File: src/adcrc_params.svh
`ifndef ADCRC_PARAMS_SVH
`define ADCRC_PARAMS_SVH
// bus address width and register indices (byte address = index * 4)
`define ADCRC_AW      18
`define ADCRC_IDX_TRG 16'h5382
`define ADCRC_IDX_CTL 16'h5384
`define ADCRC_IDX_CLK 16'h5386
`define ADCRC_IDX_IST 16'h5388
`define ADCRC_IDX_IMK 16'h538A
// control/status field positions
`define ADCRC_CTL_EN  0
`define ADCRC_CTL_RUN 1
`define ADCRC_CTL_CIE 4
`define ADCRC_CTL_OIE 5
`define ADCRC_CTL_CF  8
`define ADCRC_CTL_OW  9
`define ADCRC_CTL_BSY 10
// trigger/mode field positions and trigger codes
`define ADCRC_TRG_MODE 6
`define ADCRC_TRG_TS   4
`define ADCRC_TS_SW    2'h0
`define ADCRC_TS_TMR   2'h1
`define ADCRC_TS_PIN   2'h3
// event status bits
`define ADCRC_IST_CMP 0
`define ADCRC_IST_OVR 1
// reset values and codes
`define ADCRC_RATIO_RST 4'h0
`define ADCRC_RATIO_RSV 4'hF
`define ADCRC_IMK_RST   2'h3
`define ADCRC_RESP_OK   2'h0
`define ADCRC_RESP_ERR  2'h2
`endif

File: src/adcrc_pkg.sv
`default_nettype none
package adcrc_pkg;
  `include "adcrc_params.svh"

  typedef enum logic {ST_IDLE, ST_RUN} adcrc_state_t;

  // true when a byte address hits one of the mapped registers
  function automatic logic adcrc_hit(input logic [`ADCRC_AW-1:0] a);
    logic [15:0] idx;
    idx = a[`ADCRC_AW-1:2];
    return (a[1:0] == 2'h0) &&
           (idx == `ADCRC_IDX_TRG || idx == `ADCRC_IDX_CTL ||
            idx == `ADCRC_IDX_CLK || idx == `ADCRC_IDX_IST ||
            idx == `ADCRC_IDX_IMK);
  endfunction
endpackage
`default_nettype wire

File: src/adcrc_if.sv
`timescale 1ns/1ns
`default_nettype none
interface adcrc_if;
  logic        wr_en;
  logic [15:0] wr_idx;
  logic [15:0] wr_data;
  logic [1:0]  wr_strb;
  logic        rd_en;
  logic [15:0] rd_idx;
  logic [15:0] rd_data;
  logic [3:0]  ratio;
  logic        restart;
  logic        tick;
  modport slv  (output wr_en, wr_idx, wr_data, wr_strb, rd_en, rd_idx, input rd_data);
  modport regs (input wr_en, wr_idx, wr_data, wr_strb, rd_en, rd_idx, tick,
                output rd_data, ratio, restart);
  modport div  (input ratio, restart, output tick);
endinterface
`default_nettype wire

File: src/adcrc_axil.sv
`timescale 1ns/1ns
`default_nettype none
`include "adcrc_params.svh"
module adcrc_axil
  import adcrc_pkg::*;
(
  input  wire logic                 clk_i,
  input  wire logic                 srst_i,
  input  wire logic [`ADCRC_AW-1:0] awaddr_i,
  input  wire logic                 awvalid_i,
  output logic                      awready_o,
  input  wire logic [31:0]          wdata_i,
  input  wire logic [3:0]           wstrb_i,
  input  wire logic                 wvalid_i,
  output logic                      wready_o,
  output logic [1:0]                bresp_o,
  output logic                      bvalid_o,
  input  wire logic                 bready_i,
  input  wire logic [`ADCRC_AW-1:0] araddr_i,
  input  wire logic                 arvalid_i,
  output logic                      arready_o,
  output logic [31:0]               rdata_o,
  output logic [1:0]                rresp_o,
  output logic                      rvalid_o,
  input  wire logic                 rready_i,
  adcrc_if.slv                      rif
);
  logic                 aw_q, aw_d, w_q, w_d, b_q, b_d, r_q, r_d;
  logic                 awr_q, awr_d, wr_q, wr_d, arr_q, arr_d;
  logic [`ADCRC_AW-1:0] ad_q, ad_d;
  logic [15:0]          wd_q, wd_d;
  logic [1:0]           ws_q, ws_d, br_q, br_d, rr_q, rr_d;
  logic [31:0]          rd_q, rd_d;
  logic                 rhit;

  assign rif.wr_idx  = ad_q[`ADCRC_AW-1:2];
  assign rif.wr_data = wd_q;
  assign rif.wr_strb = ws_q;
  assign rif.rd_idx  = araddr_i[`ADCRC_AW-1:2];
  assign rhit        = adcrc_hit(araddr_i);

  // channel handshakes, write commit once address and data are both held
  always_comb begin
    aw_d = aw_q; ad_d = ad_q; w_d = w_q; wd_d = wd_q; ws_d = ws_q;
    b_d = b_q; br_d = br_q; r_d = r_q; rd_d = rd_q; rr_d = rr_q;
    rif.wr_en = 1'b0;
    rif.rd_en = 1'b0;
    if (awvalid_i && awr_q) begin
      aw_d = 1'b1;
      ad_d = awaddr_i;
    end
    if (wvalid_i && wr_q) begin
      w_d  = 1'b1;
      wd_d = wdata_i[15:0];
      ws_d = wstrb_i[1:0];
    end
    if (b_q && bready_i) begin
      b_d = 1'b0;
    end
    if (aw_q && w_q && !b_q) begin
      rif.wr_en = adcrc_hit(ad_q);
      aw_d = 1'b0;
      w_d  = 1'b0;
      b_d  = 1'b1;
      br_d = adcrc_hit(ad_q) ? `ADCRC_RESP_OK : `ADCRC_RESP_ERR;
    end
    if (r_q && rready_i) begin
      r_d = 1'b0;
    end
    if (arvalid_i && arr_q) begin
      rif.rd_en = rhit;
      r_d  = 1'b1;
      rd_d = rhit ? {16'h0000, rif.rd_data} : 32'h0000_0000;
      rr_d = rhit ? `ADCRC_RESP_OK : `ADCRC_RESP_ERR;
    end
    awr_d = !aw_d && !b_d;
    wr_d  = !w_d && !b_d;
    arr_d = !r_d;
  end

  // register bus state
  always_ff @(posedge clk_i) begin
    if (srst_i) begin
      aw_q <= 1'b0; w_q <= 1'b0; b_q <= 1'b0; r_q <= 1'b0;
      awr_q <= 1'b0; wr_q <= 1'b0; arr_q <= 1'b0;
      ad_q <= '0; wd_q <= 16'h0000; ws_q <= 2'h0;
      br_q <= `ADCRC_RESP_OK; rr_q <= `ADCRC_RESP_OK; rd_q <= 32'h0000_0000;
    end else begin
      aw_q <= aw_d; w_q <= w_d; b_q <= b_d; r_q <= r_d;
      awr_q <= awr_d; wr_q <= wr_d; arr_q <= arr_d;
      ad_q <= ad_d; wd_q <= wd_d; ws_q <= ws_d;
      br_q <= br_d; rr_q <= rr_d; rd_q <= rd_d;
    end
  end

  assign awready_o = awr_q;
  assign wready_o  = wr_q;
  assign bvalid_o  = b_q;
  assign bresp_o   = br_q;
  assign arready_o = arr_q;
  assign rvalid_o  = r_q;
  assign rdata_o   = rd_q;
  assign rresp_o   = rr_q;
endmodule
`default_nettype wire

File: src/adcrc_clkdiv.sv
`timescale 1ns/1ns
`default_nettype none
`include "adcrc_params.svh"
module adcrc_clkdiv
  import adcrc_pkg::*;
#(
  parameter int CW = 15
) (
  input  wire logic clk_i,
  input  wire logic srst_i,
  adcrc_if.div      dif
);
  logic [CW-1:0] cnt_q;
  logic [CW-1:0] cnt_d;
  logic [CW-1:0] mask;
  logic          tick_q;
  logic          tick_d;

  // ************************************
  // ratio mask: code n keeps bits n..0
  // ************************************
  genvar i;
  for (i = 0; i < CW; i++) begin : g_mask
    assign mask[i] = (i <= int'(dif.ratio));
  end

  // free-running counter, one tick every 2^(code+1) cycles
  always_comb begin
    cnt_d  = cnt_q + {{(CW-1){1'b0}}, 1'b1};
    tick_d = (dif.ratio != `ADCRC_RATIO_RSV) && (&(cnt_q | ~mask));
    if (tick_d) begin
      cnt_d = '0;
    end
    if (dif.restart) begin
      cnt_d  = '0;
      tick_d = 1'b0;
    end
  end

  // register counter and tick
  always_ff @(posedge clk_i) begin
    if (srst_i) begin
      cnt_q  <= '0;
      tick_q <= 1'b0;
    end else begin
      cnt_q  <= cnt_d;
      tick_q <= tick_d;
    end
  end

  assign dif.tick = tick_q;

  // at divide-by-2 the tick comes every second cycle
  property p_div2;
    @(posedge clk_i) disable iff (srst_i)
      (tick_q && dif.ratio == 4'h0 && !dif.restart) ##1 (dif.ratio == 4'h0 && !dif.restart)
      |=> tick_q;
  endproperty
  a_div2: assert property (p_div2) else $error("divide-by-2 tick missing");

  // a restart suppresses the tick and clears the count
  property p_restart;
    @(posedge clk_i) disable iff (srst_i)
      dif.restart |=> (!tick_q && cnt_q == '0);
  endproperty
  a_restart: assert property (p_restart) else $error("divider not restarted");
endmodule
`default_nettype wire

File: src/adcrc_top.sv
// Behaviour
// - overrun interrupt forwarded only when its enable set
// - completion interrupt forwarded only when enable set
// - software writing run bit starts conversion
// - hardware trigger sets run bit itself
// - run bit reads one while converting
// - one-time mode clears run after range done
// - continuous mode stops when software writes zero
// - converter disabled ignores every trigger source
// - enable bit set makes triggers accepted
// - clearing enable never aborts running conversion
// - clock divided by two up to 32768
// - mode bit picks continuous or one-time
// - busy mirrors run bit: set at trigger, cleared when the run ends
// - completion with flag set overwrites, flags overrun
//
// Design decision made here: the AXI4-Lite register port.
`timescale 1ns/1ns
`default_nettype none
`include "adcrc_params.svh"
module adcrc_top
  import adcrc_pkg::*;
#(
  parameter int DIV_W = 15
) (
  input  wire logic                 clk_i,
  input  wire logic                 srst_i,
  input  wire logic [`ADCRC_AW-1:0] s_axi_awaddr_i,
  input  wire logic                 s_axi_awvalid_i,
  output logic                      s_axi_awready_o,
  input  wire logic [31:0]          s_axi_wdata_i,
  input  wire logic [3:0]           s_axi_wstrb_i,
  input  wire logic                 s_axi_wvalid_i,
  output logic                      s_axi_wready_o,
  output logic [1:0]                s_axi_bresp_o,
  output logic                      s_axi_bvalid_o,
  input  wire logic                 s_axi_bready_i,
  input  wire logic [`ADCRC_AW-1:0] s_axi_araddr_i,
  input  wire logic                 s_axi_arvalid_i,
  output logic                      s_axi_arready_o,
  output logic [31:0]               s_axi_rdata_o,
  output logic [1:0]                s_axi_rresp_o,
  output logic                      s_axi_rvalid_o,
  input  wire logic                 s_axi_rready_i,
  input  wire logic                 timer_uf_i,
  input  wire logic                 trig_pin_n_i,
  input  wire logic                 chan_done_i,
  input  wire logic                 range_last_i,
  input  wire logic                 result_read_i,
  output logic                      conv_run_o,
  output logic                      conv_start_o,
  output logic                      conv_clk_en_o,
  output logic                      irq_o
);
  adcrc_if rif ();

  // *************************************************
  // register bus slave and conversion clock divider
  // *************************************************
  adcrc_axil u_axil (
    .clk_i     (clk_i),
    .srst_i    (srst_i),
    .awaddr_i  (s_axi_awaddr_i),
    .awvalid_i (s_axi_awvalid_i),
    .awready_o (s_axi_awready_o),
    .wdata_i   (s_axi_wdata_i),
    .wstrb_i   (s_axi_wstrb_i),
    .wvalid_i  (s_axi_wvalid_i),
    .wready_o  (s_axi_wready_o),
    .bresp_o   (s_axi_bresp_o),
    .bvalid_o  (s_axi_bvalid_o),
    .bready_i  (s_axi_bready_i),
    .araddr_i  (s_axi_araddr_i),
    .arvalid_i (s_axi_arvalid_i),
    .arready_o (s_axi_arready_o),
    .rdata_o   (s_axi_rdata_o),
    .rresp_o   (s_axi_rresp_o),
    .rvalid_o  (s_axi_rvalid_o),
    .rready_i  (s_axi_rready_i),
    .rif       (rif.slv)
  );

  adcrc_clkdiv #(
    .CW (DIV_W)
  ) u_div (
    .clk_i  (clk_i),
    .srst_i (srst_i),
    .dif    (rif.div)
  );

  // *************************************************
  // software-visible state
  // *************************************************
  adcrc_state_t state_q, state_d;
  logic         en_q, en_d, cie_q, cie_d, oie_q, oie_d, mode_q, mode_d;
  logic [1:0]   ts_q, ts_d, imk_q, imk_d, ist_q, ist_d;
  logic [3:0]   ratio_q, ratio_d;
  logic         cf_q, cf_d, ow_q, ow_d;
  logic         start_q, start_d, irq_q, irq_d, run_q, run_d;
  logic         pin1_q, pin2_q, pin3_q;
  logic         wr_trg, wr_ctl, wr_clk, wr_imk, wr_ctl_hi;
  logic         run, sw_trig, hw_trig, accept, stop_wr, done, last_done;

  assign run       = (state_q == ST_RUN);
  assign wr_trg    = rif.wr_en && rif.wr_strb[0] && rif.wr_idx == `ADCRC_IDX_TRG;
  assign wr_ctl    = rif.wr_en && rif.wr_strb[0] && rif.wr_idx == `ADCRC_IDX_CTL;
  assign wr_ctl_hi = rif.wr_en && rif.wr_strb[1] && rif.wr_idx == `ADCRC_IDX_CTL;
  assign wr_clk    = rif.wr_en && rif.wr_strb[0] && rif.wr_idx == `ADCRC_IDX_CLK;
  assign wr_imk    = rif.wr_en && rif.wr_strb[0] && rif.wr_idx == `ADCRC_IDX_IMK;

  // *************************************************
  // trigger selection and acceptance
  // *************************************************
  assign sw_trig = wr_ctl && rif.wr_data[`ADCRC_CTL_RUN] && ts_q == `ADCRC_TS_SW;
  assign hw_trig = (ts_q == `ADCRC_TS_TMR && timer_uf_i) ||
                   (ts_q == `ADCRC_TS_PIN && pin3_q && !pin2_q);
  assign accept  = !run && en_q && (sw_trig || hw_trig);
  assign stop_wr = run && wr_ctl && !rif.wr_data[`ADCRC_CTL_RUN];
  assign done      = run && chan_done_i;
  assign last_done = done && range_last_i && !mode_q;

  // run sequencer; enable only gates the start, never the run
  always_comb begin
    state_d = state_q;
    start_d = 1'b0;
    case (state_q)
      ST_IDLE: begin
        if (accept) begin
          state_d = ST_RUN;
          start_d = 1'b1;
        end
      end
      ST_RUN: begin
        if (stop_wr || last_done) begin
          state_d = ST_IDLE;
        end
      end
      default: state_d = ST_IDLE;
    endcase
    run_d = (state_d == ST_RUN);
  end

  // control fields written by software
  always_comb begin
    en_d = en_q; cie_d = cie_q; oie_d = oie_q;
    mode_d = mode_q; ts_d = ts_q; ratio_d = ratio_q; imk_d = imk_q;
    if (wr_ctl) begin
      en_d  = rif.wr_data[`ADCRC_CTL_EN];
      cie_d = rif.wr_data[`ADCRC_CTL_CIE];
      oie_d = rif.wr_data[`ADCRC_CTL_OIE];
    end
    if (wr_trg) begin
      mode_d = rif.wr_data[`ADCRC_TRG_MODE];
      ts_d   = rif.wr_data[`ADCRC_TRG_TS +: 2];
    end
    if (wr_clk) begin
      ratio_d = rif.wr_data[3:0];
    end
    if (wr_imk) begin
      imk_d = rif.wr_data[1:0];
    end
  end

  // completion and overrun flags, set beats clear
  always_comb begin
    cf_d = cf_q;
    ow_d = ow_q;
    if (result_read_i) begin
      cf_d = 1'b0;
    end
    if (wr_ctl_hi && rif.wr_data[`ADCRC_CTL_OW]) begin
      ow_d = 1'b0;
    end
    if (done) begin
      cf_d = 1'b1;
      if (cf_q) begin
        ow_d = 1'b1;
      end
    end
  end

  // sticky event status, read clears it, new events win
  always_comb begin
    ist_d = ist_q;
    if (rif.rd_en && rif.rd_idx == `ADCRC_IDX_IST) begin
      ist_d = 2'h0;
    end
    if (done) begin
      ist_d[`ADCRC_IST_CMP] = 1'b1;
    end
    if (done && cf_q) begin
      ist_d[`ADCRC_IST_OVR] = 1'b1;
    end
    irq_d = |(ist_q & imk_q & {oie_q, cie_q});
  end

  // register everything, pin passes two flops before its edge detector
  always_ff @(posedge clk_i) begin
    if (srst_i) begin
      state_q <= ST_IDLE;
      en_q    <= 1'b0;
      cie_q   <= 1'b0;
      oie_q   <= 1'b0;
      mode_q  <= 1'b0;
      ts_q    <= `ADCRC_TS_SW;
      ratio_q <= `ADCRC_RATIO_RST;
      imk_q   <= `ADCRC_IMK_RST;
      ist_q   <= 2'h0;
      cf_q    <= 1'b0;
      ow_q    <= 1'b0;
      start_q <= 1'b0;
      run_q   <= 1'b0;
      irq_q   <= 1'b0;
      pin1_q  <= 1'b1;
      pin2_q  <= 1'b1;
      pin3_q  <= 1'b1;
    end else begin
      state_q <= state_d;
      en_q    <= en_d;
      cie_q   <= cie_d;
      oie_q   <= oie_d;
      mode_q  <= mode_d;
      ts_q    <= ts_d;
      ratio_q <= ratio_d;
      imk_q   <= imk_d;
      ist_q   <= ist_d;
      cf_q    <= cf_d;
      ow_q    <= ow_d;
      start_q <= start_d;
      run_q   <= run_d;
      irq_q   <= irq_d;
      pin1_q  <= trig_pin_n_i;
      pin2_q  <= pin1_q;
      pin3_q  <= pin2_q;
    end
  end

  assign rif.ratio   = ratio_q;
  assign rif.restart = wr_clk;

  // *************************************************
  // read data
  // *************************************************
  always_comb begin
    rif.rd_data = 16'h0000;
    case (rif.rd_idx)
      `ADCRC_IDX_TRG: begin
        rif.rd_data[`ADCRC_TRG_MODE]   = mode_q;
        rif.rd_data[`ADCRC_TRG_TS +: 2] = ts_q;
      end
      `ADCRC_IDX_CTL: begin
        rif.rd_data[`ADCRC_CTL_EN]  = en_q;
        rif.rd_data[`ADCRC_CTL_RUN] = run;
        rif.rd_data[`ADCRC_CTL_CIE] = cie_q;
        rif.rd_data[`ADCRC_CTL_OIE] = oie_q;
        rif.rd_data[`ADCRC_CTL_CF]  = cf_q;
        rif.rd_data[`ADCRC_CTL_OW]  = ow_q;
        rif.rd_data[`ADCRC_CTL_BSY] = run;
      end
      `ADCRC_IDX_CLK: rif.rd_data[3:0] = ratio_q;
      `ADCRC_IDX_IST: rif.rd_data[1:0] = ist_q;
      `ADCRC_IDX_IMK: rif.rd_data[1:0] = imk_q;
      default: rif.rd_data = 16'h0000;
    endcase
  end

  assign conv_run_o    = run_q;
  assign conv_start_o  = start_q;
  assign conv_clk_en_o = rif.tick;
  assign irq_o         = irq_q;

  // *************************************************
  // checks
  // *************************************************
  property p_irq_off;
    @(posedge clk_i) disable iff (srst_i)
      (!cie_q && !oie_q) |=> !irq_o;
  endproperty
  a_irq_off: assert property (p_irq_off) else $error("irq with enables off");

  property p_sw_start;
    @(posedge clk_i) disable iff (srst_i)
      (!run && en_q && sw_trig) |=> (conv_run_o && conv_start_o) ##1 !conv_start_o;
  endproperty
  a_sw_start: assert property (p_sw_start) else $error("software start lost");

  property p_tmr_start;
    @(posedge clk_i) disable iff (srst_i)
      (!run && en_q && ts_q == `ADCRC_TS_TMR && timer_uf_i) |=> conv_run_o;
  endproperty
  a_tmr_start: assert property (p_tmr_start) else $error("timer start lost");

  property p_disabled;
    @(posedge clk_i) disable iff (srst_i)
      (!run && !en_q) |=> !conv_run_o;
  endproperty
  a_disabled: assert property (p_disabled) else $error("start while disabled");

  property p_keep_run;
    @(posedge clk_i) disable iff (srst_i)
      (run && !stop_wr && !last_done) |=> conv_run_o;
  endproperty
  a_keep_run: assert property (p_keep_run) else $error("run dropped");

  property p_one_time;
    @(posedge clk_i) disable iff (srst_i)
      last_done |=> !conv_run_o;
  endproperty
  a_one_time: assert property (p_one_time) else $error("one-time run not ended");

  property p_stop;
    @(posedge clk_i) disable iff (srst_i)
      stop_wr |=> !conv_run_o ##1 (!conv_run_o || $past(accept));
  endproperty
  a_stop: assert property (p_stop) else $error("stop write ignored");

  property p_overrun;
    @(posedge clk_i) disable iff (srst_i)
      (done && cf_q) |=> (ow_q && cf_q && ist_q[`ADCRC_IST_OVR]);
  endproperty
  a_overrun: assert property (p_overrun) else $error("overrun not flagged");
endmodule
`default_nettype wire

File: config.mk
export PLATFORM = sky130hd
export DESIGN_NAME = adcrc_top
export DESIGN_NICKNAME = d
export VERILOG_FILES = /design/src/adcrc_pkg.sv /design/src/adcrc_if.sv /design/src/adcrc_axil.sv /design/src/adcrc_clkdiv.sv /design/src/adcrc_top.sv
export VERILOG_INCLUDE_DIRS = /design/src
export SDC_FILE = /design/constraint.sdc
export NUM_CORES = 1
export LEC_CHECK = 0
export BUFFER_PORTS_ARGS = -buffer_cell sky130_fd_sc_hd__buf_4
export CAP_MARGIN = 20
export CORE_MARGIN = 2
export CORE_UTILIZATION = 35
export CTS_BUF_LIST = sky130_fd_sc_hd__clkbuf_2
export CTS_CLUSTER_DIAMETER = 100
export DETAILED_ROUTE_END_ITERATION = 7
export GPL_ROUTABILITY_DRIVEN = 0
export GPL_TIMING_DRIVEN = 0
export PLACE_DENSITY_LB_ADDON = 0.1
export RECOVER_POWER = 25
export SLEW_MARGIN = 0
export SYNTH_ARGS = -nofsm -noshare
export SYNTH_HDL_FRONTEND = slang
export SYNTH_HIERARCHICAL = 1
export SYNTH_SLANG_ARGS = --single-unit
File: constraint.sdc
create_clock -name clk_i -period 2.4 [get_ports clk_i]
set_input_delay 0.12 -clock clk_i [delete_from_list [all_inputs] [get_ports clk_i]]
set_output_delay 0.12 -clock clk_i [all_outputs]
set_load 0.01 [all_outputs]
After elaboration in Yosys (flattened, before gate mapping). Index checks and enable logic that the tools add are counted.

Register bits: 111. Bits in latches: 0. RAM bits: 0. Memory bits (read-only): 0. Input port bits: 84. Word-level logic and storage cells: 159. Memories: 0.

Add/sub/neg operators: 1. Multiply operators: 0. Div/mod/pow operators: 0. Order comparisons: 14. Eq/ne operators: 13. Shift operators: 0. Multiplexer cells: 29. Bitwise gates (word level): 5. Reductions and logical operators: 65.

Operator list (number): equality test 16 x 15 -> 1 bit, second input constant (10); logical AND 1 bit (34); less-or-equal comparator 4 bit, first input constant (7); two-way mux 1 bit (20); less-or-equal comparator 3 x 4 -> 1 bit, first input constant (4); adder 15 x 1 -> 15 bit, second input constant (1); inverter 15 bit (1); bitwise OR 15 bit (1); AND reduction 15 bit (1); logical OR 1 bit (11); two-way mux 11 bit (1); logical NOT 1 bit (9); less-or-equal comparator 2 x 4 -> 1 bit, first input constant (2); two-way mux 2 bit (4); one-hot mux 2 bit (4 select lines) (1); logical NOT 2 bit (3); nonzero test 2 bit (3); OR reduction 2 bit (3); AND 2 bit (2); less-or-equal comparator 1 x 4 -> 1 bit, first input constant (1); inequality test 4 bit, second input constant (1); one-hot mux 2 bit (2 select lines) (1); two-way mux 3 bit (1); OR reduction 3 bit (1); other kinds (4) (4).

Depth between registers and ports, before layout. Gate-level depths: netlist of the first run.

Word-level depth: 15. Gate-level depth with buffers: 9.

Modules after synthesis. Netlist of the first run, hierarchy kept.

Modules (own cells, without submodules): adcrc_axil (instances 1, cells each 332, area each 2720.1 sq um, sequential area each 1221.2 sq um); adcrc_top (instances 1, cells each 140, area each 1183.6 sq um, sequential area each 440.4 sq um); adcrc_clkdiv (instances 1, cells each 100, area each 869.6 sq um, sequential area each 320.3 sq um).

Worst setup path after synthesis of the first run. No wires, ideal clock.

Kind: register to register. Start point: register u_axil.ad_q[9]. End point: register u_div.cnt_q[10]. Library setup time: 0.135 ns. Data arrival time: 2.213 ns. Data required time: 2.265 ns. Setup slack: 0.052 ns. Cell stages (with the launch flop): 9. Cell sequence: dfxtp_1 > nor4bb_1 > nand4_1 > nor4_1 > nor4b_2 > nand4_1 > nor2_1 > clkbuf_1 > nor4_1.

Word-level cells in the longest chain between the ends: 10.

RTL lines: start, declared (RTL line adcrc_axil.sv:30) `` logic [`ADCRC_AW-1:0] ad_q, ad_d; ``; start signal, assigned (RTL line adcrc_axil.sv:86) `ad_q <= '0; wd_q <= 16'h0000; ws_q <= 2'h0;`; start signal, assigned (RTL line adcrc_axil.sv:91) `ad_q <= ad_d; wd_q <= wd_d; ws_q <= ws_d;`; equality test 16 x 15 -> 1 bit (no source line); logical OR 1 bit (no source line) (3 in a row); logical OR 1 bit (no source line) (*); logical AND 1 bit (*) (RTL line adcrc_pkg.sv:11) `return (a[1:0] == 2'h0) &&`; two-way mux 1 bit (*) (RTL line adcrc_axil.sv:60) `if (aw_q && w_q && !b_q) begin`; via rif.wr_en (RTL line adcrc_if.sv:4) `logic wr_en;`; logical AND 1 bit (*) (RTL line adcrc_top.sv:108) `` assign wr_clk = rif.wr_en && rif.wr_strb[0] && rif.wr_idx == `ADCRC_IDX_CLK; ``; logical AND 1 bit (no source line) (*); via rif.restart (RTL line adcrc_if.sv:12) `logic restart;`; OR reduction 3 bit (no source line) (*); end signal, assigned (RTL line adcrc_clkdiv.sv:46) `cnt_q <= cnt_d;`; end, declared (RTL line adcrc_clkdiv.sv:13) `logic [CW-1:0] cnt_q;`.

The timed path passes the listed nets; every way through them passes the cells marked *. A chain may end at the register's enable or synchronous reset.

Final worst setup path of the first run.
Start point: register u_axil.ad_q[8]. End point: register start_q (netlist: conv_start_o).

Word-level cells in the longest chain between the ends: 14.

RTL lines: equality test 16 x 15 -> 1 bit (no source line); logical OR 1 bit (no source line) (3 in a row); logical OR 1 bit (no source line) (*); logical AND 1 bit (*) (RTL line adcrc_pkg.sv:11); two-way mux 1 bit (*) (RTL line adcrc_axil.sv:60); via rif.wr_en (RTL line adcrc_if.sv:4); logical AND 1 bit (*) (RTL line adcrc_top.sv:106) `` assign wr_ctl = rif.wr_en && rif.wr_strb[0] && rif.wr_idx == `ADCRC_IDX_CTL; ``; logical AND 1 bit (no source line) (*); logical AND 1 bit (*) (RTL line adcrc_top.sv:114) `` assign sw_trig = wr_ctl && rif.wr_data[`ADCRC_CTL_RUN] && ts_q == `ADCRC_TS_SW; ``; logical AND 1 bit (no source line) (*); logical OR 1 bit (*) (RTL line adcrc_top.sv:117) `assign accept = !run && en_q && (sw_trig || hw_trig);`; logical AND 1 bit (*) (RTL line adcrc_top.sv:117); two-way mux 1 bit (*) (RTL line adcrc_top.sv:128) `if (accept) begin`; end signal, assigned (RTL line adcrc_top.sv:229) `start_q <= start_d;`; end, declared (RTL line adcrc_top.sv:99) `logic start_q, start_d, irq_q, irq_d, run_q, run_d;`.

Marks and branches as above.

==> qor.csv, run 1 <==
stage,metric,value,unit
status,status,finished clean,
setup_path,critPathCaptureType,register,
setup_path,crit_fanout,4,
die,io-pin-count,129,
die,start_util,0.358,
setup_path,crit_buf_inv,0,
placed_design,dp_hpwl,8.48,mm
cells_and_area,n_antenna_cell,0,
placed_design,dp_slack,-669,ps
placed_design,portBuffers,84,
routing,wl,11.5,mm
setup_path,crit_path_start_kind,register,
sta,setup_viol,0,
routing,drt_iter0_markers,160,
routing,num_vias,4248,
setup_path,max_stage_delay,400,ps
setup_path,cp.arrival,2620,ps
grt,grt_max_degree,15,
sta,drv_slew,0,
setup_path,crit_type,register to register,
grt,grt_pass1_wl,19.4,mm
sta,hold_viol_final,0,
sta,worst_slack,222,ps
sta,tightest_slew,734,ps
cts,root_buffer,clkbuf_2,
die,die_h,118,um
grt,grtUsageTotal,0.169,
cells_and_area,drive_gt1_frac,0.243,
synth,synth.avg_cell_area,8.36,um^2
die,row_count,41,
sta,min_period_over_period,0.907,
cts,insertion_delay,530,ps
flow_run,maxCapViolations,0,
sta,setup_tns,0,ps
synth,syn_inst,540,
cts,cts_tree,done,
die,die-area,13800,um^2
routing,drc,0,
synth,yosys_warnings,6,
die,core-area,12600,um^2
power_and_ir_drop,power.leakage,2.35,nW
sta,slew_headroom,0.510,
setup_path,crit_path_cell_trace,nor4bb_2 -> nand4_1 -> nor4_2 -> nor4b_4 -> and4b_2 -> nand3_1 -> o21ai_0,
power_and_ir_drop,power.density,435,nW/um^2
die,die_x,118,um
routing,ant_nets,0,
worst_hold_path,hold_path_class,input port to register,
setup_path,worst_ep_required_time,2850,ps
routing,viasPerCell,4.76,
cts,cts_buffer_depth,2,
sta,fin_crit,2180,ps
grt,grt_pass1_vias,4158,
synth,mappedNetlistArea,4510,um^2
sta,finClkSkew,12.3,ps
cts,cts_max_level,3,
cts,cts_made_buffers,9,
grt,antenna_found_initial,0,
cells_and_area,nets,800,
grt,grt_overflow,0,
setup_path,crit_slowest_cell,dfxtp_1,
cts,clock_sinks,91,
sta,max_clock_freq,459,MHz
routing,firstDrtPassIters,4,
cts,clk_pin_slew,240,ps
routing,wire_per_inst,12.9,um
power_and_ir_drop,vdd_drop_max,0.300,mV
setup_path,crit_family,simple AND/OR/NAND/NOR gates,
cells_and_area,area_growth,34.9,%
power_and_ir_drop,total_power,2.65,mW
==> final timing paths <==
check	cells after the start	from	to	slack, ps
setup / recovery	7	u_axil/ad_q[8]$_SDFFE_PP0P_	conv_start_o$_SDFF_PP0_	220
hold / removal	5	timer_uf_i	conv_run_o$_SDFF_PP0_	70
setup reg to reg	7	u_axil/ad_q[8]$_SDFFE_PP0P_	conv_start_o$_SDFF_PP0_	220
hold reg to reg	1	pin1_q$_SDFF_PP1_	pin2_q$_SDFF_PP1_	450
==> state kept, by name, summed over array words and instances, names as in the netlist, 2 cells and up <==
name                count
ts_q                    2
ratio_q                 4
u_axil/rif.wr_strb      2
u_axil/ad_q            18
imk_q                   2
ist_q                   2
u_axil/rdata_o         16
u_div/cnt_q            15
u_axil/rif.wr_data      8
==> placed cells by master, fill, tap and decap left out, types with 4 or more instances in the layout <==
| master | instances |
|---|---|
| buf_4 | 118 |
| nand2_1 | 106 |
| dfxtp_1 | 88 |
| dlygate4sd3_1 | 54 |
| a21oi_1 | 49 |
| clkbuf_1 | 39 |
| conb_1 | 24 |
| nor2_1 | 22 |
| nand4_1 | 19 |
| nor4_1 | 19 |
| o21ai_0 | 15 |
| clkbuf_2 | 13 |
| o31ai_2 | 11 |
| nor3_1 | 10 |
| nand3_1 | 10 |
| o31ai_1 | 9 |
| mux2i_1 | 7 |
| xnor2_1 | 7 |
| inv_1 | 6 |
| xor2_1 | 6 |
| nand2b_1 | 5 |
| and2_1 | 5 |
| and4b_1 | 4 |
| and4_1 | 4 |
| nor2b_1 | 4 |
| and3_1 | 4 |
==> metal layers <==
| metal | GRT usage | vias to the layer above | part of all wire |
|---|---|---|---|
| li1 | - | 2184 | - |
| met1 | 0.208 | 1952 | 0.45 |
| met2 | 0.297 | 99 | 0.50 |
| met3 | 0.0339 | 13 | 0.039 |
| met4 | 0.0542 | 0 | 0.012 |
| met5 | 0 | - | 0 |
==> worst min-delay path: stages <==
cell and delay (ps):
buf_4 110, inv_1 50, o22ai_1 90, nand4_1 110, o221ai_1 100
==> timing repair <==
| item | in CTS | in global routing |
|---|---|---|
| pin swaps | 1 | 4 |
| endpoints found under the hold margin | 51 | 0 |
| buffers inserted | 2 | 3 |
| endpoints found under the setup margin | 19 | 31 |
| resized for setup | 8 | 7 |
| hold buffers | 54 | 0 |
==> metrics by stage <==
stage          area [um^2]  hold slack (ps)  instances   util
2_1_floorplan         4600              196        562      -
3_3_place_gp          5440              307        818  0.431
3_5_place_dp          5440              309        818  0.431
4_1_cts               6120             12.2        890  0.485
5_1_grt               6090             29.8        892  0.482
6_report              6090             71.6        892  0.482
==> layout make-up <==
| cell class | instances | area [um^2] |
|---|---|---|
| clock inverters | 5 | 30.0 |
| fillers | 1319 | 6530 |
| clock buffers | 11 | 55.1 |
| inverters | 8 | 30.0 |
| multi-input cells | 387 | 2280 |
| well taps | 172 | 215 |
| flip-flops and latches | 91 | 1830 |
| repair buffers | 143 | 1130 |
| plain buffers | 75 | 520 |
==> power breakdown <==
part / total [mW] / switching (mW) / internal, mW
Combinational: 0.403 / 0.178 / 0.225
Sequential: 1.59 / 0.0337 / 1.56
Clock: 0.657 / 0.517 / 0.140
Total: 2.65 / 0.729 / 1.92
(Power assumes the default switching activity.)
==> run 2, diff against run 1 <==
--- a/config.mk
+++ b/config.mk
@@ -20,5 +20,4 @@
 export SLEW_MARGIN = 0
 export SYNTH_ARGS = -nofsm -noshare
 export SYNTH_HDL_FRONTEND = slang
-export SYNTH_HIERARCHICAL = 1
 export SYNTH_SLANG_ARGS = --single-unit
==> qor.csv, run 2 <==
stage,metric,value,unit,change
synth,yosys.area.top_type,dfxtp_1,,
cts,postCtsSetupBuffers,0,,was 2
sta,timing.hold.ws,76.6,ps,was 71.6 ps
cells_and_area,area_growth,35.2,%,was 34.9%
setup_path,crit_fanout,10,,was 4
worst_hold_path,hold_path_class,input port to register,,unchanged
sta,slew_headroom,0.585,,was 0.510
synth,mappedNetlistArea,3650,um^2,was 4510 um^2
sta,rsz0062_at_grt,no,,
routing,wl,9.11,mm,was 11.5 mm
cells_and_area,n_antenna_cell,0,,unchanged
cells_and_area,regMostFlops,u_axil.ad_q,,was u_axil/ad_q
sta,fin_crit,2050,ps,was 2180 ps
grt,use_met1,0.218,,was 0.208
die,start_util,0.357,,was 0.358
synth,yosys_warnings,0,,was 6
grt,antenna_found_initial,0,,unchanged
cts,clock_sinks,85,,was 91
grt,grt_max_degree,14,,was 15
routing,num_vias,3342,,was 4248
sta,min_period_over_period,0.853,,was 0.907
power_and_ir_drop,power.leakage,2.03,nW,was 2.35 nW
grt,grt_busiest_layer,met2,,unchanged
synth,synth_seq_cells,85,,
setup_path,reg2reg_to,u_div.cnt_q[4]$_SDFF_PP0_,,was conv_start_o$_SDFF_PP0_
sta,drv_slew,0,,unchanged
setup_path,crit_slowest_cell,or4_1,,was dfxtp_1
setup_path,crit_type,register to register,,unchanged
die,die_x,106,um,was 118 um
routing,viasPerCell,4.65,,was 4.76
cells_and_area,drive_gt1_frac,0.184,,was 0.243
worst_hold_path,hold_path_depth,4,,was 5
setup_path,critPathCaptureType,register,,unchanged
worst_hold_path,worstHoldStart,s_axi_wvalid_i,,was timer_uf_i
setup_path,crit_buf_inv,2,,was 0
cells_and_area,layout_common_cells,"85 x dfxtp_1, 81 x buf_4, 73 x nand2_1",,"was 118 x buf_4, 106 x nand2_1, 88 x dfxtp_1"
cells_and_area,largest_register_ffs,18,,unchanged
setup_path,cp.arrival,2490,ps,was 2620 ps
placed_design,portBuffers,77,,was 84
status,status,finished clean,,unchanged
die,io-pin-count,129,,unchanged
sta,tightest_slew,617,ps,was 734 ps
grt,grt_overflow,0,,unchanged
synth,synth_top_area_frac,0.466,,
die,core-area,10200,um^2,was 12600 um^2
sta,max_clock_freq,489,MHz,was 459 MHz
cts,cts_max_level,3,,unchanged
cells_and_area,nets,662,,was 800
sta,setup_viol,0,,unchanged
placed_design,dp_hpwl,6.83,mm,was 8.48 mm
grt,grt_use_met3,0.0319,,was 0.0339
cts,cts.repair.resized,0,,was 8
setup_path,r2r_setup_slack,350,ps,was 220 ps
setup_path,crit_path_start_kind,register,,unchanged
cells_and_area,final_common_cell,dfxtp_1,,was buf_4
routing,ant_nets,0,,unchanged
die,row_count,37,,was 41
routing,drc,0,,unchanged
grt,grt_pass1_vias,3270,,was 4158
synth,synthArstFlopShare,0,,
synth,yosysUniqueCellTypes,52,,
synth,syn_inst,424,,was 540
synth,synth.avg_cell_area,8.62,um^2,was 8.36 um^2
sta,setup_tns,0,ps,unchanged
grt,grt_pass1_wl,15.2,mm,was 19.4 mm
setup_path,crit_family,simple AND/OR/NAND/NOR gates,,unchanged
sta,finClkSkew,39.1,ps,was 12.3 ps
routing,firstDrtPassIters,4,,unchanged
routing,drt_iter0_markers,118,,was 160
synth,netlist_top_cells_count,"85 x dfxtp_1, 73 x nand2_1, 41 x nor2_1",,
setup_path,ff2ff_path_depth,7,,unchanged
synth,ys_seq_area_frac,0.466,,
grt,met2_usage,0.279,,was 0.297
synth,synth_flop_cell,dfxtp_1,,
setup_path,crit_path_start,u_axil.ad_q[8]$_SDFFE_PP0P_,,was u_axil/ad_q[8]$_SDFFE_PP0P_
die,die_h,106,um,was 118 um
sta,hold_viol_final,0,,unchanged
synth,synth.most_common_cell,dfxtp_1,,
setup_path,max_stage_delay,600,ps,was 400 ps
placed_design,dpl_cell_area,4490,um^2,was 5440 um^2
flow_run,maxCapViolations,0,,unchanged
synth,yosys-top-cells-area,"dfxtp_1 47%, nand2_1 7.5%, a21oi_1 5.2%",,
power_and_ir_drop,vdd_drop_max,0.221,mV,was 0.300 mV
power_and_ir_drop,power.density,510,nW/um^2,was 435 nW/um^2
cts,clk_pin_slew,230,ps,was 240 ps
synth,synth_edf_count,0,,
cts,root_buffer,clkbuf_2,,unchanged
cts,cts_made_buffers,9,,unchanged
setup_path,cp_common_cell,buf_6,,
routing,wire_per_inst,12.7,um,was 12.9 um
worst_hold_path,hold_end,u_axil.w_q$_SDFF_PP0_,,was conv_run_o$_SDFF_PP0_
setup_path,crit_path_cell_trace,and4bb_1 -> nand4_1 -> or4_1 -> buf_6 -> o211ai_4 -> buf_6 -> nor2_1,,was nor4bb_2 -> nand4_1 -> nor4_2 -> nor4b_4 -> and4b_2 -> nand3_1 -> o21ai_0
setup_path,worst_ep_required_time,2840,ps,was 2850 ps
cts,insertion_delay,520,ps,was 530 ps
cells_and_area,fin_area,4940,um^2,was 6090 um^2
die,die-area,11300,um^2,was 13800 um^2
cts,cts_buffer_depth,2,,unchanged
grt,grtUsageTotal,0.168,,was 0.169
setup_path,r2r-start,u_axil.ad_q[8]$_SDFFE_PP0P_,,was u_axil/ad_q[8]$_SDFFE_PP0P_
cts,cts_tree,done,,unchanged
[run 2: where the power goes]
| part | internal, mW | total (mW) | leakage [nW] | switching [mW] |
|---|---|---|---|---|
| registers | 1.45 | 1.48 | 0.690 | 0.0314 |
| clock network | 0.243 | 0.713 | 0.0710 | 0.469 |
| logic | 0.177 | 0.322 | 1.27 | 0.145 |
| total | 1.87 | 2.52 | 2.03 | 0.646 |
[run 2: cell type report]
type | count | area (um^2)
Buffer | 39 | 253
Clock buffer | 11 | 55.1
Clock inverter | 5 | 51.3
Fill cell | 1031 | 5290
Inverter | 6 | 22.5
Multi-Input combinational cell | 317 | 1760
Sequential cell | 85 | 1700
Tap cell | 136 | 170
Timing Repair Buffer | 119 | 923
[run 2: how the worst max path moves through the flow]
stage | depth (start not counted) | slack [ps] | to
5_1_grt | 7 | 230 | u_div.cnt_q[9]$_SDFF_PP0_
4_1_cts | 7 | 310 | u_div.cnt_q[6]$_SDFF_PP0_
3_5_place_dp | 7 | 340 | u_div.cnt_q[2]$_SDFF_PP0_
6_report | 7 | 350 | u_div.cnt_q[4]$_SDFF_PP0_
2_1_floorplan | 7 | 600 | u_div.cnt_q[2]$_SDFF_PP0_
3_3_place_gp | 7 | 340 | u_div.cnt_q[4]$_SDFF_PP0_
[run 2: what timing repair did]
item / 4_1_cts / 5_1_grt
setup endpoints to repair: 0 / 0
hold endpoints to repair: 48 / 0
hold buffers: 42 / 0
[run 2: logic make-up (layout without fill, tap and decap cells)]
logic type / Yosys count / after routing / synth area share
compound gates: 70 / 70 / 0.123
simple gates: 193 / 193 / 0.257
buf+inv: 45 / 180 / 0.0753
fa+ha+maj: 1 / 1 / 0.00342
mux: 16 / 16 / 0.0438
xor+xnor: 13 / 13 / 0.0312
flops: 85 / 85 / 0.466
other cells: 1 / 24 / 0.00103
[run 2: per-stage QoR]
step                      power, mW   util  instances  setup WS (ps)
after global placement         1.79  0.439        660            340
after floorplan                1.66      -        447            601
after global routing           2.65  0.483        718            229
final                          2.52  0.483        718            353
after CTS                      2.56  0.490        718            310
after detailed placement       1.79  0.439        660            341
[run 2: layer usage]
layer / share of wire / up-vias
li1: - / 1732
met1: 0.48 / 1497
met2: 0.44 / 102
met3: 0.059 / 11
met4: 0.013 / 0
met5: 0 / -
[run 2: worst reg2reg max path, stage by stage (launching register included)]
cell and delay, ps:
dfxtp_1 360, and4bb_1 280, nand4_1 190, or4_1 610, buf_6 170, o211ai_4 120, buf_6 180, nor2_1 60
==> run 3, diff against run 2 <==
--- a/config.mk
+++ b/config.mk
@@ -15,6 +15,7 @@
 export DETAILED_ROUTE_END_ITERATION = 7
 export GPL_ROUTABILITY_DRIVEN = 0
 export GPL_TIMING_DRIVEN = 0
+export HOLD_SLACK_MARGIN = 0.12
 export PLACE_DENSITY_LB_ADDON = 0.1
 export RECOVER_POWER = 25
 export SLEW_MARGIN = 0
==> constraint.sdc (replaced) <==
create_clock -name clk_i -period 1.89 [get_ports clk_i]
set_input_delay 0.0945 -clock clk_i [delete_from_list [all_inputs] [get_ports clk_i]]
set_output_delay 0.0945 -clock clk_i [all_outputs]
set_load 0.01 [all_outputs]
==> qor.csv, run 3 (same netlist as run 2, synthesis figures left out) <==
stage,metric,value,unit,change
cells_and_area,final_common_cell,buf_4,,was dfxtp_1
cells_and_area,regArea,1710,um^2,was 1700 um^2
routing,ant_nets,0,,unchanged
sta,max_clock_freq,522,MHz,was 489 MHz
routing,num_vias,3472,,was 3342
power_and_ir_drop,pwr-share-seq,0.579,,was 0.589
sta,timing.hold.ws,134,ps,was 76.6 ps
sta,setup_tns,-200,ps,was 0 ps
placed_design,place_inst,660,,unchanged
placed_design,dpl_cell_area,4490,um^2,unchanged
power_and_ir_drop,total_power,3.26,mW,was 2.52 mW
die,die-area,11300,um^2,unchanged
flow_run,maxCapViolations,0,,unchanged
cells_and_area,layout_common_cells,"90 x buf_4, 82 x dfxtp_1, 73 x nand2_1",,"was 85 x dfxtp_1, 81 x buf_4, 73 x nand2_1"
setup_path,worst_ep_required_time,2330,ps,was 2840 ps
sta,fin_crit,1910,ps,was 2050 ps
power_and_ir_drop,netSwitchingFraction,0.256,,about the same
cts,insertion_delay,510,ps,was 520 ps
grt,grt_pass1_wl,15.9,mm,was 15.2 mm
die,die_x,106,um,unchanged
sta,setup_viol,12,,was 0
die,core-area,10200,um^2,unchanged
sta,slew_headroom,0.617,,was 0.585
power_and_ir_drop,comb_power_share,0.144,,was 0.128
routing,wl,9.57,mm,was 9.11 mm
routing,wl_met1,4.60,mm,was 4.41 mm
cts,cts_buffer_depth,2,,unchanged
cts,clk_pin_slew,230,ps,about the same
sta,hold_viol_final,0,,unchanged
cells_and_area,fillers,1006,,was 1031
die,die_h,106,um,unchanged
setup_path,crit_path_start_kind,register,,unchanged
cells_and_area,largest_register_ffs,18,,unchanged
placed_design,portBuffers,77,,unchanged
routing,wire_per_inst,12.8,um,was 12.7 um
routing,maxUsedRoutingLayer,met4,,unchanged
grt,antenna_found_initial,0,,unchanged
status,violations,negative setup slack,,
sta,min_period_over_period,1.01,,was 0.853
cts,root_buffer,clkbuf_2,,unchanged
routing,drt_iter0_markers,136,,was 118
routing,viasPerCell,4.64,,was 4.65
sta,rsz0062_at_grt,yes,,was no
die,row_count,37,,unchanged
cells_and_area,n_antenna_cell,0,,unchanged
cells_and_area,area_growth,45.6,%,was 35.2%
routing,firstDrtPassIters,5,,was 4
setup_path,crit_type,register to register,,unchanged
grt,grtUsageTotal,0.176,,was 0.168
cts,cts_made_buffers,9,,unchanged
routing,drc,0,,unchanged
cells_and_area,fin_area,5320,um^2,was 4940 um^2
die,io-pin-count,129,,unchanged
setup_path,cp.arrival,2360,ps,was 2490 ps
grt,grt_overflow,0,,unchanged
setup_path,critPathCaptureType,register,,unchanged
power_and_ir_drop,switchingPower,0.836,mW,was 0.646 mW
sta,drv_slew,0,,unchanged
cells_and_area,stdcell_count,748,,was 718
power_and_ir_drop,vdd_drop_max,0.286,mV,was 0.221 mV
sta,finClkSkew,37.0,ps,was 39.1 ps
worst_hold_path,hold_path_class,input port to register,,unchanged
placed_design,dp_hpwl,6.83,mm,unchanged
sta,tightest_slew,574,ps,was 617 ps
cts,cts_max_level,3,,unchanged
routing,wl_met3,534,um,was 533 um
grt,grt_pass1_vias,3383,,was 3270
cells_and_area,drive_gt1_frac,0.216,,was 0.184
setup_path,crit_fanout,6,,was 10
cells_and_area,regMostFlops,u_axil.ad_q,,unchanged
power_and_ir_drop,p_int,2.43,mW,was 1.87 mW
status,status,"complete, but fails checks",,was finished clean
power_and_ir_drop,power.leakage,2.25,nW,was 2.03 nW
die,start_util,0.357,,unchanged
routing,met2WireLength,4.32,mm,was 4.04 mm
power_and_ir_drop,power.density,613,nW/um^2,was 510 nW/um^2
cells_and_area,multiInputGateArea,1820,um^2,was 1760 um^2
cts,clock_sinks,85,,unchanged
power_and_ir_drop,power_frac_clock,0.278,,was 0.283
sta,worst_slack,-24.7,ps,was 353 ps
cts,cts_tree,done,,unchanged
cells_and_area,nets,692,,was 662
grt,grt_max_degree,14,,unchanged
[run 3: worst max-delay path, stage by stage, from the launching register on]
cell and delay [ps]:
dfxtp_2 370, and4bb_1 270, nand4_1 160, or4_4 650, o211ai_4 170, buf_6 180, nor2_1 40
[run 3: layout make-up]
class	count	share of cell area
sequential	85	0.321
multi-input combinational	317	0.342
clock inverter	5	0.00964
tap	136	0.0320
inverter	6	0.00423
buffer	36	0.0447
clock buffer	11	0.0103
timing repair buffer	152	0.237
[run 3: power by group through the flow]
stage / clock network (mW) / registers (mW) / logic [mW]
floorplan: 0 / 1.91 / 0.197
global placement: 0 / 1.92 / 0.351
detailed placement: 0 / 1.92 / 0.354
CTS: 0.942 / 1.89 / 0.467
global route: 1.02 / 1.90 / 0.517
finish: 0.906 / 1.89 / 0.469
[run 3: repair_timing]
item | CTS | global route
hold buffers | 68 | 0
setup endpoints to repair | 21 | 40
cloned | 1 | 0
pin swaps | 2 | 3
resized for setup | 8 | 16
hold endpoints to repair | 61 | 0
setup buffers | 2 | 4
[run 3: layer usage]
metal  track usage  vias to the layer above
li1              -                     1788
met1         0.231                     1571
met5             0                        -
met3        0.0288                       11
met2         0.293                      102
met4        0.0592                        0
[run 3: path summary, 6_finish.rpt]
kind | startpoint | end | depth (start not counted) | slack [ps]
worst max-delay path | u_axil.ad_q[8]$_SDFFE_PP0P_ | u_div.cnt_q[3]$_SDFF_PP0_ | 6 | -20
worst min-delay path | s_axi_awvalid_i | u_axil.ad_q[8]$_SDFFE_PP0P_ | 4 | 130
worst max register to register | u_axil.ad_q[8]$_SDFFE_PP0P_ | u_div.cnt_q[3]$_SDFF_PP0_ | 6 | -20
worst min register to register | u_axil.ad_q[8]$_SDFFE_PP0P_ | u_axil.ad_q[8]$_SDFFE_PP0P_ | 2 | 470
[run 3: metrics by stage]
step | worst slack, ps | utilization
2_1_floorplan | 91.1 | -
3_3_place_gp | -170 | 0.439
3_5_place_dp | -169 | 0.439
4_1_cts | -41.2 | 0.520
5_1_grt | -124 | 0.520
6_report | -24.7 | 0.520
